File: src/pkg/stlsu_pkg.sv
// Constants, types and helper functions of the single transfer load/store unit.
// Assumes a 32-bit core register file of sixteen words and a 32-bit data bus.
// Operation
// - Transfer runs only when condition field [31:28] passes; else no effect.
// - Base register from [19:16]; source or destination register from [15:12].
// - Bit 20 one loads from memory, zero stores to memory.
// - Pre-indexed: write modified address to base only when bit 21 set.
// - Bit 22 one moves a byte, zero moves a 32-bit word.
// - Bit 23 one adds offset to base, zero subtracts it.
// - Bit 24 one applies offset before the transfer, zero after it.
// - Post-indexed transfers always write the modified address back.
// - Post-indexed with write-back from privileged code marks access non-privileged.
// - Bit 25 zero: bits [11:0] are an unsigned twelve-bit immediate offset.
// - Register offset from [3:0], immediate shift control [11:4]; no register shifts.
// - Little-endian byte load takes lane 7:0 at offset zero, upward after.
// - Byte load zero-extends the selected byte into the destination.
// - Byte store repeats source bits 7:0 four times on all lanes.
// - Little-endian misaligned word load rotates addressed byte into bits 7:0.
// - Word store presents register unrotated, bit 31 on line 31.
// - Lane mapping follows the endianness control input.
////////////////////////////////////////////////////////////////////////////////
package stlsu_pkg;
   localparam int COND_HI = 31;
   localparam int COND_LO = 28;
   localparam int IMM_BIT = 25;
   localparam int PRE_BIT = 24;
   localparam int UP_BIT  = 23;
   localparam int BYTE_BIT = 22;
   localparam int WB_BIT  = 21;
   localparam int LOAD_BIT = 20;
   localparam int RN_HI   = 19;
   localparam int RN_LO   = 16;
   localparam int RD_HI   = 15;
   localparam int RD_LO   = 12;
   localparam int OFS_HI  = 11;
   localparam int SH_LO   = 4;
   localparam int RM_HI   = 3;
   localparam int RM_LO   = 0;
   localparam int FLAG_N  = 3;
   localparam int FLAG_Z  = 2;
   localparam int FLAG_C  = 1;
   localparam int FLAG_V  = 0;
   localparam int IMM_W   = 12;
   localparam int LANE_W  = 8;
   localparam int BUS_AW  = 8;
   localparam int REG_IDX_HI = 5;
   localparam int REG_IDX_LO = 2;
   localparam logic [BUS_AW-1:0] REG_LAST_OFS = 8'h3c;
   localparam logic [BUS_AW-1:0] CTRL_OFS     = 8'h40;
   localparam logic [BUS_AW-1:0] STAT_OFS     = 8'h44;
   localparam logic [BUS_AW-1:0] LADDR_OFS    = 8'h48;
   localparam int CTRL_EN_BIT   = 0;
   localparam logic CTRL_EN_RST = 1'b1;
   localparam int STAT_BUSY_BIT = 0;
   localparam int STAT_SKIP_BIT = 1;
   localparam logic [1:0] SH_LSL = 2'h0;
   localparam logic [1:0] SH_LSR = 2'h1;
   localparam logic [1:0] SH_ASR = 2'h2;
   localparam logic [1:0] SH_ROR = 2'h3;

   typedef enum logic [2:0] {
      ST_IDLE, ST_BASE, ST_OFF, ST_SRC, ST_ADDR, ST_MEM, ST_WB_BASE, ST_WB_LOAD
   } stlsu_state_type;

   typedef struct packed {
      logic        req;
      logic        we;
      logic        byte_sel;
      logic        user;
      logic [31:0] addr;
      logic [31:0] wdata;
   } stlsu_mem_req_type;

   // Low condition bit inverts the sense of the pair; code 4'hf thus never passes.
   function automatic logic stlsu_cond_pass(input logic [3:0] cond, input logic [3:0] f);
      logic base;
      base = 1'b1;
      case (cond[3:1])
         3'h0: base = f[FLAG_Z];
         3'h1: base = f[FLAG_C];
         3'h2: base = f[FLAG_N];
         3'h3: base = f[FLAG_V];
         3'h4: base = f[FLAG_C] & ~f[FLAG_Z];
         3'h5: base = (f[FLAG_N] == f[FLAG_V]);
         3'h6: base = ~f[FLAG_Z] & (f[FLAG_N] == f[FLAG_V]);
         default: base = 1'b1;
      endcase
      return base ^ cond[0];
   endfunction : stlsu_cond_pass

   function automatic logic [31:0] stlsu_load_align(input logic [31:0] d,
                                                    input logic [1:0]  a,
                                                    input logic        byte_sel,
                                                    input logic        big);
      logic [1:0]  lane;
      logic [4:0]  sh;
      logic [63:0] rr;
      logic [63:0] rl;
      logic [31:0] bsel;
      lane = big ? ~a : a;
      sh   = {a, 3'h0};
      rr   = {d, d} >> sh;
      rl   = {d, d} << sh;
      bsel = d >> {lane, 3'h0};
      if (byte_sel) begin
         return {24'h000000, bsel[LANE_W-1:0]};
      end
      return big ? rl[63:32] : rr[31:0];
   endfunction : stlsu_load_align
endpackage : stlsu_pkg

File: src/rtl/stlsu_top.sv
// Single transfer load/store unit: decode, address forming, write-back, lanes.
// Assumes issue, flags and endianness come from core logic on the same clock,
// and a memory system that answers each request with a one-cycle acknowledge.
//
// Decided for this implementation: the address map and the plain strobed port.
`timescale 1ns/1ps
module stlsu_top (
   input  wire logic                         clk,
   input  wire logic                         arst_n,
   input  wire logic                         instr_valid,
   input  wire logic [31:0]                  instr,
   input  wire logic [3:0]                   cpsr_flags,
   input  wire logic                         privileged,
   input  wire logic                         endian_select,
   output logic                              instr_ready,
   output logic                              instr_done,
   output logic                              instr_skipped,
   output stlsu_pkg::stlsu_mem_req_type      mem_out,
   input  wire logic [31:0]                  mem_rdata,
   input  wire logic                         mem_ack,
   input  wire logic [stlsu_pkg::BUS_AW-1:0] bus_addr,
   input  wire logic [31:0]                  bus_wdata,
   input  wire logic                         bus_wr,
   input  wire logic                         bus_rd,
   output logic      [31:0]                  bus_rdata
);
   import stlsu_pkg::*;

   typedef struct packed {
      stlsu_state_type   st;
      logic [31:0]       instr;
      logic              big;
      logic              priv;
      logic              carry;
      logic [31:0]       base;
      logic [31:0]       offset;
      logic [31:0]       wb_addr;
      logic [31:0]       load_data;
      stlsu_mem_req_type mem;
      logic              ready;
      logic              done;
      logic              skipped;
      logic              last_skip;
      logic              exec_en;
      logic [31:0]       last_addr;
   } stlsu_top_type;

   stlsu_top_type q_ff;
   stlsu_top_type nxt_q;
   logic [1:0]    rst_sync_ff;
   logic          rst_n;
   logic [3:0]    a_raddr;
   logic [31:0]   a_rdata;
   logic [31:0]   shifted;
   logic [31:0]   b_aux_data;
   logic          b_aux_sel;
   logic          rf_wr_en;
   logic [3:0]    rf_wr_addr;
   logic [31:0]   rf_wr_data;
   logic          bus_reg_wr;
   logic [31:0]   modified;
   logic [31:0]   eff_addr;
   logic          wb_needed;
   logic [31:0]   imm_ofs;

   ////////////////////////////////////////////////////////////////////////////
   // Reset release is synchronised so every flip-flop leaves reset on one edge.
   always_ff @(posedge clk or negedge arst_n) begin
      if (!arst_n) begin
         rst_sync_ff <= 2'h0;
      end else begin
         rst_sync_ff <= {rst_sync_ff[0], 1'b1};
      end
   end
   assign rst_n = rst_sync_ff[1];

   ////////////////////////////////////////////////////////////////////////////
   stlsu_regfile #(
      .DEPTH (16),
      .WIDTH (32),
      .AW    (4)
   ) u_regfile (
      .clk        (clk),
      .rst_n      (rst_n),
      .a_raddr    (a_raddr),
      .a_rdata    (a_rdata),
      .b_raddr    (bus_addr[REG_IDX_HI:REG_IDX_LO]),
      .b_rd       (bus_rd),
      .b_aux_sel  (b_aux_sel),
      .b_aux_data (b_aux_data),
      .b_rdata    (bus_rdata),
      .wr_en      (rf_wr_en),
      .wr_addr    (rf_wr_addr),
      .wr_data    (rf_wr_data)
   );

   stlsu_shifter u_shifter (
      .opnd      (a_rdata),
      .shift_ctl (q_ff.instr[OFS_HI:SH_LO]),
      .carry_in  (q_ff.carry),
      .result    (shifted)
   );

   ////////////////////////////////////////////////////////////////////////////
   // Register read address follows the fetch sequence; data arrive one state late.
   always_comb begin
      a_raddr = q_ff.instr[RN_HI:RN_LO];
      case (q_ff.st)
         ST_BASE: a_raddr = q_ff.instr[RN_HI:RN_LO];
         ST_OFF:  a_raddr = q_ff.instr[RM_HI:RM_LO];
         ST_SRC:  a_raddr = q_ff.instr[RD_HI:RD_LO];
         default: a_raddr = q_ff.instr[RN_HI:RN_LO];
      endcase
   end

   // Software writes to the core registers only land while the unit is idle,
   // so they can never race the unit's own write-back.
   always_comb begin
      bus_reg_wr = bus_wr && (bus_addr <= REG_LAST_OFS) && (q_ff.st == ST_IDLE);
      rf_wr_en   = bus_reg_wr;
      rf_wr_addr = bus_addr[REG_IDX_HI:REG_IDX_LO];
      rf_wr_data = bus_wdata;
      if (q_ff.st == ST_WB_BASE) begin
         rf_wr_en   = 1'b1;
         rf_wr_addr = q_ff.instr[RN_HI:RN_LO];
         rf_wr_data = q_ff.wb_addr;
      end else if (q_ff.st == ST_WB_LOAD) begin
         rf_wr_en   = 1'b1;
         rf_wr_addr = q_ff.instr[RD_HI:RD_LO];
         rf_wr_data = q_ff.load_data;
      end
   end

   always_comb begin
      b_aux_sel  = (bus_addr > REG_LAST_OFS);
      b_aux_data = 32'h00000000;
      case (bus_addr)
         CTRL_OFS: b_aux_data[CTRL_EN_BIT] = q_ff.exec_en;
         STAT_OFS: begin
            b_aux_data[STAT_BUSY_BIT] = (q_ff.st != ST_IDLE);
            b_aux_data[STAT_SKIP_BIT] = q_ff.last_skip;
         end
         LADDR_OFS: b_aux_data = q_ff.last_addr;
         default: b_aux_data = 32'h00000000;
      endcase
   end

   ////////////////////////////////////////////////////////////////////////////
   // Address arithmetic on the captured base and offset.
   always_comb begin
      imm_ofs   = {20'h00000, q_ff.instr[IMM_W-1:0]};
      modified  = q_ff.instr[UP_BIT] ? q_ff.base + q_ff.offset
                                     : q_ff.base - q_ff.offset;
      eff_addr  = q_ff.instr[PRE_BIT] ? modified : q_ff.base;
      wb_needed = ~q_ff.instr[PRE_BIT] | q_ff.instr[WB_BIT];
   end

   ////////////////////////////////////////////////////////////////////////////
   always_comb begin
      nxt_q         = q_ff;
      nxt_q.done    = 1'b0;
      nxt_q.skipped = 1'b0;
      if (bus_wr && (bus_addr == CTRL_OFS)) begin
         nxt_q.exec_en = bus_wdata[CTRL_EN_BIT];
      end
      case (q_ff.st)
         ST_IDLE: begin
            if (instr_valid && q_ff.ready) begin
               nxt_q.instr = instr;
               nxt_q.big   = endian_select;
               nxt_q.priv  = privileged;
               nxt_q.carry = cpsr_flags[FLAG_C];
               if (stlsu_cond_pass(instr[COND_HI:COND_LO], cpsr_flags)) begin
                  nxt_q.st        = ST_BASE;
                  nxt_q.last_skip = 1'b0;
               end else begin
                  nxt_q.skipped   = 1'b1;
                  nxt_q.done      = 1'b1;
                  nxt_q.last_skip = 1'b1;
               end
            end
         end
         ST_BASE: nxt_q.st = ST_OFF;
         ST_OFF: begin
            nxt_q.base = a_rdata;
            nxt_q.st   = ST_SRC;
         end
         ST_SRC: begin
            nxt_q.offset = q_ff.instr[IMM_BIT] ? shifted : imm_ofs;
            nxt_q.st     = ST_ADDR;
         end
         ST_ADDR: begin
            nxt_q.wb_addr      = modified;
            nxt_q.mem.req      = 1'b1;
            nxt_q.mem.we       = ~q_ff.instr[LOAD_BIT];
            nxt_q.mem.byte_sel = q_ff.instr[BYTE_BIT];
            nxt_q.mem.user     = q_ff.priv & ~q_ff.instr[PRE_BIT]
                                 & q_ff.instr[WB_BIT];
            nxt_q.mem.addr     = eff_addr;
            // Lane enables are the memory system's job; the unit drives every lane.
            nxt_q.mem.wdata    = q_ff.instr[BYTE_BIT] ? {4{a_rdata[LANE_W-1:0]}}
                                                      : a_rdata;
            nxt_q.st           = ST_MEM;
         end
         ST_MEM: begin
            if (mem_ack) begin
               nxt_q.mem.req   = 1'b0;
               nxt_q.mem.user  = 1'b0;
               nxt_q.last_addr = q_ff.mem.addr;
               nxt_q.load_data = stlsu_load_align(mem_rdata, q_ff.mem.addr[1:0],
                                                  q_ff.instr[BYTE_BIT],
                                                  q_ff.big);
               if (wb_needed) begin
                  nxt_q.st = ST_WB_BASE;
               end else if (q_ff.instr[LOAD_BIT]) begin
                  nxt_q.st = ST_WB_LOAD;
               end else begin
                  nxt_q.st   = ST_IDLE;
                  nxt_q.done = 1'b1;
               end
            end
         end
         // Base goes first so that a load into the base register keeps the loaded word.
         ST_WB_BASE: begin
            if (q_ff.instr[LOAD_BIT]) begin
               nxt_q.st = ST_WB_LOAD;
            end else begin
               nxt_q.st   = ST_IDLE;
               nxt_q.done = 1'b1;
            end
         end
         ST_WB_LOAD: begin
            nxt_q.st   = ST_IDLE;
            nxt_q.done = 1'b1;
         end
         default: nxt_q.st = ST_IDLE;
      endcase
      nxt_q.ready = (nxt_q.st == ST_IDLE) && nxt_q.exec_en && !nxt_q.done;
   end

   always_ff @(posedge clk or negedge rst_n) begin
      if (!rst_n) begin
         q_ff         <= '0;
         q_ff.st      <= ST_IDLE;
         q_ff.exec_en <= CTRL_EN_RST;
      end else begin
         q_ff <= nxt_q;
      end
   end

   assign instr_ready   = q_ff.ready;
   assign instr_done    = q_ff.done;
   assign instr_skipped = q_ff.skipped;
   assign mem_out       = q_ff.mem;
endmodule : stlsu_top

File: src/rtl/stlsu_shifter.sv
// Immediate-amount barrel shifter for the register offset.
// Assumes an eight-bit shift control: amount [7:3], type [2:1], bit 0 ignored.
`timescale 1ns/1ps
module stlsu_shifter (
   input  wire logic [31:0] opnd,
   input  wire logic [7:0]  shift_ctl,
   input  wire logic        carry_in,
   output logic [31:0]      result
);
   import stlsu_pkg::*;

   logic [4:0]  amt;
   logic [63:0] dbl;

   ////////////////////////////////////////////////////////////////////////////
   // A zero amount means 32 for the right shifts and one-bit extended rotate.
   always_comb begin
      amt    = shift_ctl[7:3];
      dbl    = {opnd, opnd} >> amt;
      result = opnd;
      case (shift_ctl[2:1])
         SH_LSL: result = opnd << amt;
         SH_LSR: result = (amt == 5'h00) ? 32'h00000000 : opnd >> amt;
         SH_ASR: result = (amt == 5'h00) ? {32{opnd[31]}} : 32'($signed(opnd) >>> amt);
         SH_ROR: result = (amt == 5'h00) ? {carry_in, opnd[31:1]} : dbl[31:0];
         default: result = opnd;
      endcase
   end
endmodule : stlsu_shifter

File: src/rtl/stlsu_regfile.sv
// Core register file: one write port, one core read port, one software read port.
// Assumes synchronous use; read data appear one cycle after the address.
`timescale 1ns/1ps
module stlsu_regfile #(
   parameter int DEPTH = 16,
   parameter int WIDTH = 32,
   parameter int AW    = 4
) (
   input  wire logic             clk,
   input  wire logic             rst_n,
   input  wire logic [AW-1:0]    a_raddr,
   output logic      [WIDTH-1:0] a_rdata,
   input  wire logic [AW-1:0]    b_raddr,
   input  wire logic             b_rd,
   input  wire logic             b_aux_sel,
   input  wire logic [WIDTH-1:0] b_aux_data,
   output logic      [WIDTH-1:0] b_rdata,
   input  wire logic             wr_en,
   input  wire logic [AW-1:0]    wr_addr,
   input  wire logic [WIDTH-1:0] wr_data
);
   typedef struct packed {
      logic [WIDTH-1:0] a;
      logic [WIDTH-1:0] b;
   } stlsu_rf_type;

   logic [WIDTH-1:0] mem [DEPTH];
   stlsu_rf_type     q_ff;
   stlsu_rf_type     nxt_q;

   ////////////////////////////////////////////////////////////////////////////
   // The software port reads zero except in the cycle after a read strobe.
   always_comb begin
      nxt_q   = q_ff;
      nxt_q.a = mem[a_raddr];
      nxt_q.b = '0;
      if (b_rd) begin
         nxt_q.b = b_aux_sel ? b_aux_data : mem[b_raddr];
      end
   end

   always_ff @(posedge clk or negedge rst_n) begin
      if (!rst_n) begin
         q_ff <= '0;
      end else begin
         q_ff <= nxt_q;
      end
   end

   always_ff @(posedge clk) begin
      if (wr_en) begin
         mem[wr_addr] <= wr_data;
      end
   end

   assign a_rdata = q_ff.a;
   assign b_rdata = q_ff.b;
endmodule : stlsu_regfile

File: config.mk
export PLATFORM = sky130hd
export DESIGN_NAME = stlsu_top
export DESIGN_NICKNAME = d
export VERILOG_FILES = /design/src/pkg/stlsu_pkg.sv /design/src/rtl/stlsu_top.sv /design/src/rtl/stlsu_shifter.sv /design/src/rtl/stlsu_regfile.sv
export SDC_FILE = /design/constraint.sdc
export NUM_CORES = 2
export LEC_CHECK = 0
export ABC_AREA = 0
export ABC_CLOCK_PERIOD_IN_PS = 16500
export BUFFER_PORTS_ARGS = -buffer_cell sky130_fd_sc_hd__buf_2
export CAP_MARGIN = 20
export CORE_ASPECT_RATIO = 1.5
export CORE_UTILIZATION = 50
export DETAILED_ROUTE_END_ITERATION = 7
export GPL_ROUTABILITY_DRIVEN = 0
export PLACE_DENSITY = 0.67
export RECOVER_POWER = 25
export SYNTH_ARGS = -nofsm -noshare
export SYNTH_HDL_FRONTEND = slang
export SYNTH_SLANG_ARGS = --single-unit
File: constraint.sdc
create_clock -name clk -period 16.5 [get_ports clk]
set_input_delay 0 -clock clk [delete_from_list [all_inputs] [get_ports clk]]
set_output_delay 0 -clock clk [all_outputs]
set_load 0.02 [all_outputs]
Yosys cells after proc, flatten, opt, wreduce, memory -nomap -nowiden
Memory sizes are Yosys's and may differ from the RTL's. A register that Yosys moved wholly into a read port is not among the register bits.
Index checks and enable logic that the tools add are counted.
{ "totals": {"register_bits": 305, "out_inout_bits": 103, "latch_bits": 0, "word_cells": 135, "n_memories": 1, "mem_bits_rw": 512, "mem_bits_ro": 0, "inputBits": 116} }
{ "op_classes": {"mux": 51, "n_div": 0, "shift": 7, "n_lt_le_gt_ge": 2, "mul": 0, "bitwise_logic": 10, "reduce_logical": 18, "eq_ne": 21, "addsub": 2} }
{ "mem_list": {"columns": ["memory", "words", "word_bits", "rd", "rd_ports_with_merged_regs", "wr", "line_no", "rtl"], "rows": [
  ["u_regfile.mem", 16, 32, 2, 1, 1, "stlsu_regfile.sv:27", "logic [WIDTH-1:0] mem [DEPTH];"]
]} }
{ "op_table": {"columns": ["operator", "n"], "rows": [
  ["$mux 32", 14],
  ["$pmux 32 s4", 1],
  ["$shr 64x5->32", 2],
  ["$shl 64x5->64", 1],
  ["$mux 38", 1],
  ["$add 32x32->32", 1],
  ["$shl 32x5->32", 1],
  ["$shr 32x5->32", 1],
  ["$shr 32x5->8", 1],
  ["$sshr 32x5->32", 1],
  ["$sub 32x32->32", 1],
  ["$mux 30", 1],
  ["$eq 8x7->1 const B", 3],
  ["$pmux 3 s8", 1],
  ["$eq 3x3->1 const B", 7],
  ["$mux 1", 16],
  ["$mux 3", 5],
  ["$eq 3x2->1 const B", 4],
  ["$logic_not 3->1", 3],
  ["$gt 8x6->1 const B", 1],
  ["$le 8x6->1 const B", 1],
  ["$mux 4", 2],
  ["$pmux 4 s2", 1],
  ["$pmux 1 s7", 1],
  ["21 further kinds", 40]
]} }

Longest topological paths before layout
{ "depth": {"depth_word": 12, "mapped_depth": 17, "mapped_depth_nobuf": 17} }

By module
A second synthesis with hierarchy kept.
{ "hier_totals": {"cells_unflattened": 4040, "hier_area_um2": 48183.7} }
{ "by_module_without_submodules": {"columns": ["module", "cells_per_inst", "n_inst", "area_each_um2", "seq_area_each_um2"], "rows": [
  ["stlsu_regfile", 1444, 1, 25455.7, 16976.3],
  ["stlsu_top", 1703, 1, 16009.1, 6682.7],
  ["stlsu_shifter", 893, 1, 6718.9, 0.0]
]} }

Least setup slack after synthesis
No wires, ideal clock.
{ "synth_path": {"path_kind": "register -> register", "start": "register q_ff[174] (netlist bit)", "end": "register q_ff, in the netlist mem_out[61]", "synth_period_minus_slack_ns": 3.934, "required_time_ns": 16.431, "t_arrival_ns": 3.865, "slack_ns": 12.566, "setup_time_ns": 0.069, "path_buffers": 0, "path_stages_with_launch": 18, "path_cell_list": "dfrtp_1 > or4_4 > nor3_2 > nand2_1 > or2_4 > or4_4 > nor2_1 > nor2_1 > xor2_1 > ha_1 > a21o_1 > o21bai_1 > a21o_1 > a21oi_1 > o21ai_0 > a21oi_1 > or4b_2 > nand3_1"} }
{ "synth_between": {"elab_chain_len": 3, "elab_cells_between_ends": 4, "classes_between": "add/sub: 2; mux: 2"} }
{ "synth_rtl": {"columns": ["item", "line_no", "rtl"], "rows": [
  ["start, declared", "stlsu_top.sv:48", "stlsu_top_type q_ff;"],
  ["start signal, assigned", "stlsu_top.sv:247", "q_ff <= nxt_q;"],
  ["$sub 32x32->32 or $add 32x32->32 (tied branches)", "stlsu_top.sv:153, stlsu_top.sv:152", null],
  ["$mux 32 *", "stlsu_top.sv:152", "modified = q_ff.instr[UP_BIT] ? q_ff.base + q_ff.offset"],
  ["$mux 32 *", "stlsu_top.sv:154", "eff_addr = q_ff.instr[PRE_BIT] ? modified : q_ff.base;"]
]} }
Mark *: on every way between the ends. The rest lies on a longest branch, timed or not.
A chain may end at the register's enable or synchronous reset.

==> results.toml <==
[logic_synthesis]
syn-num-nets = 3643
ys_seq_elements = 843
synth_area_per_cell_um2 = 13.1
synthDistinctLibCells = 86
synth_edf_count = 512
synth_area_um2 = 45800
yosys.area.top_type_share_pct = 33.6
synthArstFlopShare_pct = 39.3
synth_commonest_cells = "edfxtp_1 (512), mux4_2 (356), dfrtp_1 (330), nand2_1 (299), a21oi_1 (251)"
ys.flop_type = "edfxtp_1"
ys_warn_count = 0
seq_area_frac_synth_pct = 51.7
synth.most_common_cell = "edfxtp_1"
synth_top_area_cell = "edfxtp_1"
netlist_instances = 3487
synth_area_leaders = "edfxtp_1 (34%), dfrtp_1 (18%), mux4_2 (18%)"

[clock_network]
cts_buffers = 79
clk_pin_slew_ps = 90
clock_latency_ps = 700
clock_path_buffers = 3
cts_root_buf = "clkbuf_16"
cts_sinks = 843
htreeDepth = 3
cts_tree = "done"

[timing]
maxSlewViolCount = 496
whs_ps = 30.8
slew_headroom_pct = -163
rsz0062_at_grt = "false"
clock_skew_ps = 58.3
worstMarginPinSlew_ps = 3940
setup_tns_ps = 0
finalHoldViolCount = 0
clock.fmax_mhz = 155
finalSetupViolCount = 0
fin_crit_sh_pct = 39.2
min_period_ps = 6470

[place]
hpwl_um = 93600
portBuffers = 216
place_inst = 4627
placed_area_um2 = 47800

[critical_path]
crit_required_ps = 15790
critPathArrivalTime_ps = 5760
cp-start-kind = "flop"
timing.rr.start = "rst_sync_ff[1]"
r2r_slack_ps = 10030
crit_end = "imm_ofs[7]"
crit_chain = "clkbuf_1"
cp-startpoint = "rst_sync_ff[1]"
worstRegToRegCells = 1
worstSetupPathType = "flop to asynchronous set/reset pin"
reg2reg_to = "imm_ofs[7]"
cp-end-kind = "asynchronous set/reset pin"
critPathTopFamily = "buffers and inverters"
crit_slowest_cell = "clkbuf_1"
cp.depth = 1
slowest_delay_ps = 2880
cp_max_fo = 65
worst-path-buf-inv = 1

[cells_and_area]
multiInputGateArea_um2 = 20500
n_fill_cell = 7288
fin_cells = 4878
fin_nets = 3806
register_area_um2 = 23700
area_delta_synth_final_pct = 12.1
design_area_um2 = 51300
drive_gt1_share_pct = 23.5

[pwr]
p_seq_share_pct = 37.8
internal_power_w = 0.00516
power_density_nw_per_um2 = 163
p_leak_nw = 19.1
clkPwrFrac_pct = 22.6
peakVddDrop_mv = 0.0888
combPwrFrac_pct = 39.6
p_sw_share_pct = 38.4
power.switching_w = 0.00322

[floorplanning]
die_w_um = 249
core_area_um2 = 90500
initial_core_util_pct = 50.5
rows = 135
io_pins = 219
die_y_um = 373
design.die.area_um2 = 92800

[drt]
drc_errors = 0
num_vias = 32672
routed_via_density = 6.70
detail_route.iter0.violations = 4263
wl_per_cell_um = 30.2
ant_nets = 0
wl_um = 147000
first_pass_iters = 7

[grt]
first_global_vias = 32129
grt_pass1_wl_um = 215000
grt_overflow_total = 0
grt_max_degree = 132
antenna_found_initial = 6
grt_usage_pct = 31.9

[min_path]
min_path_type = "input port to flop"
hp-start = "instr[10]"

[status]
status = "finished with violations"
violations = "max-capacitance violations, max-slew violations"

[flow_run]
drv_cap = 10
power groups by stage:
stage,Sequential (W),Clock (W),Combinational [W]
after global placement,0.00317,0,0.00313
final,0.00316,0.00189,0.00332
after global routing,0.00319,0.00199,0.00354
after CTS,0.00315,0.00191,0.00324
after detailed placement,0.00319,0,0.00316
after floorplan,0.00303,0,0.00228
per-layer routing:
metal / routed length [um] / GRT usage, %
met5: 166 / 0
met3: 12500 / 5.18
met1: 52900 / 39.4
met2: 69800 / 51.8
met4: 11700 / 22.2
how the worst min path moves through the flow:
stage / end / slack, ps / depth (start not counted)
after floorplan: rst_sync_ff[0] / -300 / 0
after global placement: rst_sync_ff[0] / -220 / 1
after detailed placement: rst_sync_ff[0] / -210 / 1
after CTS: u_regfile.mem[1][6] / 5 / 4
after global routing: imm_ofs[10] / 50 / 4
final: imm_ofs[10] / 30 / 4
repair_timing:
action,CTS,global route
setup endpoints to repair,0,0
buffers inserted,0,0
resized for setup,0,0
endpoints found under the hold margin,104,0
hold buffers,101,0
layout by cell type (no fill, tap or decap), types with 49 or more instances in the layout:
master,n
a21oi_1,247
buf_4,107
nand2_1,299
dlygate4sd3_1,101
dfrtp_1,324
clkbuf_1,130
o21ai_0,181
nor2_1,219
edfxtp_1,512
mux2i_1,214
mux2_2,107
nor2b_1,110
mux4_2,356
a211oi_1,49
clkbuf_16,83
buf_2,112
cells by family (layout without fill, tap and decap cells):
kind of cell	Yosys count	after routing	share of synthesized area [%]
DFF	843	843	51.7
and+or+nand+nor	787	787	7.96
AOI/OAI and AO/OA	688	688	9.18
muxes	677	677	24.8
buffers and inverters	386	612	3.95
xor gates and xnor gates	65	65	1.26
adders and majority gates	40	40	1.11
other	1	2	0.00819
metrics by stage:
stage	worst slack, ps	power [W]	utilization (%)
floorplan	6590	0.00532	-
global placement	11560	0.00630	52.8
detailed placement	11530	0.00635	52.8
CTS	11490	0.00830	56.8
global route	8980	0.00872	56.7
finish	10030	0.00838	56.7
registers in the layout, indices dropped and copies added, names as in the netlist:
signal	cells
q_ff	182
rst_sync_ff	2
instr_done	1
instr_ready	1
u_regfile.mem	512
u_regfile.a_rdata	32
imm_ofs	12
mem_out	68
u_regfile.b_rdata	32
instr_skipped	1
final cells by class:
| class | count | share of cell area, % |
|---|---|---|
| clock buffer | 109 | 4.39 |
| inverter | 27 | 0.198 |
| multi-input combinational | 2258 | 39.9 |
| antenna | 1 | 0.00488 |
| timing repair buffer | 441 | 5.72 |
| sequential | 843 | 46.1 |
| clock inverter | 35 | 0.768 |
| tap | 1164 | 2.84 |
Note: power is estimated with default switching activity, not from simulation.
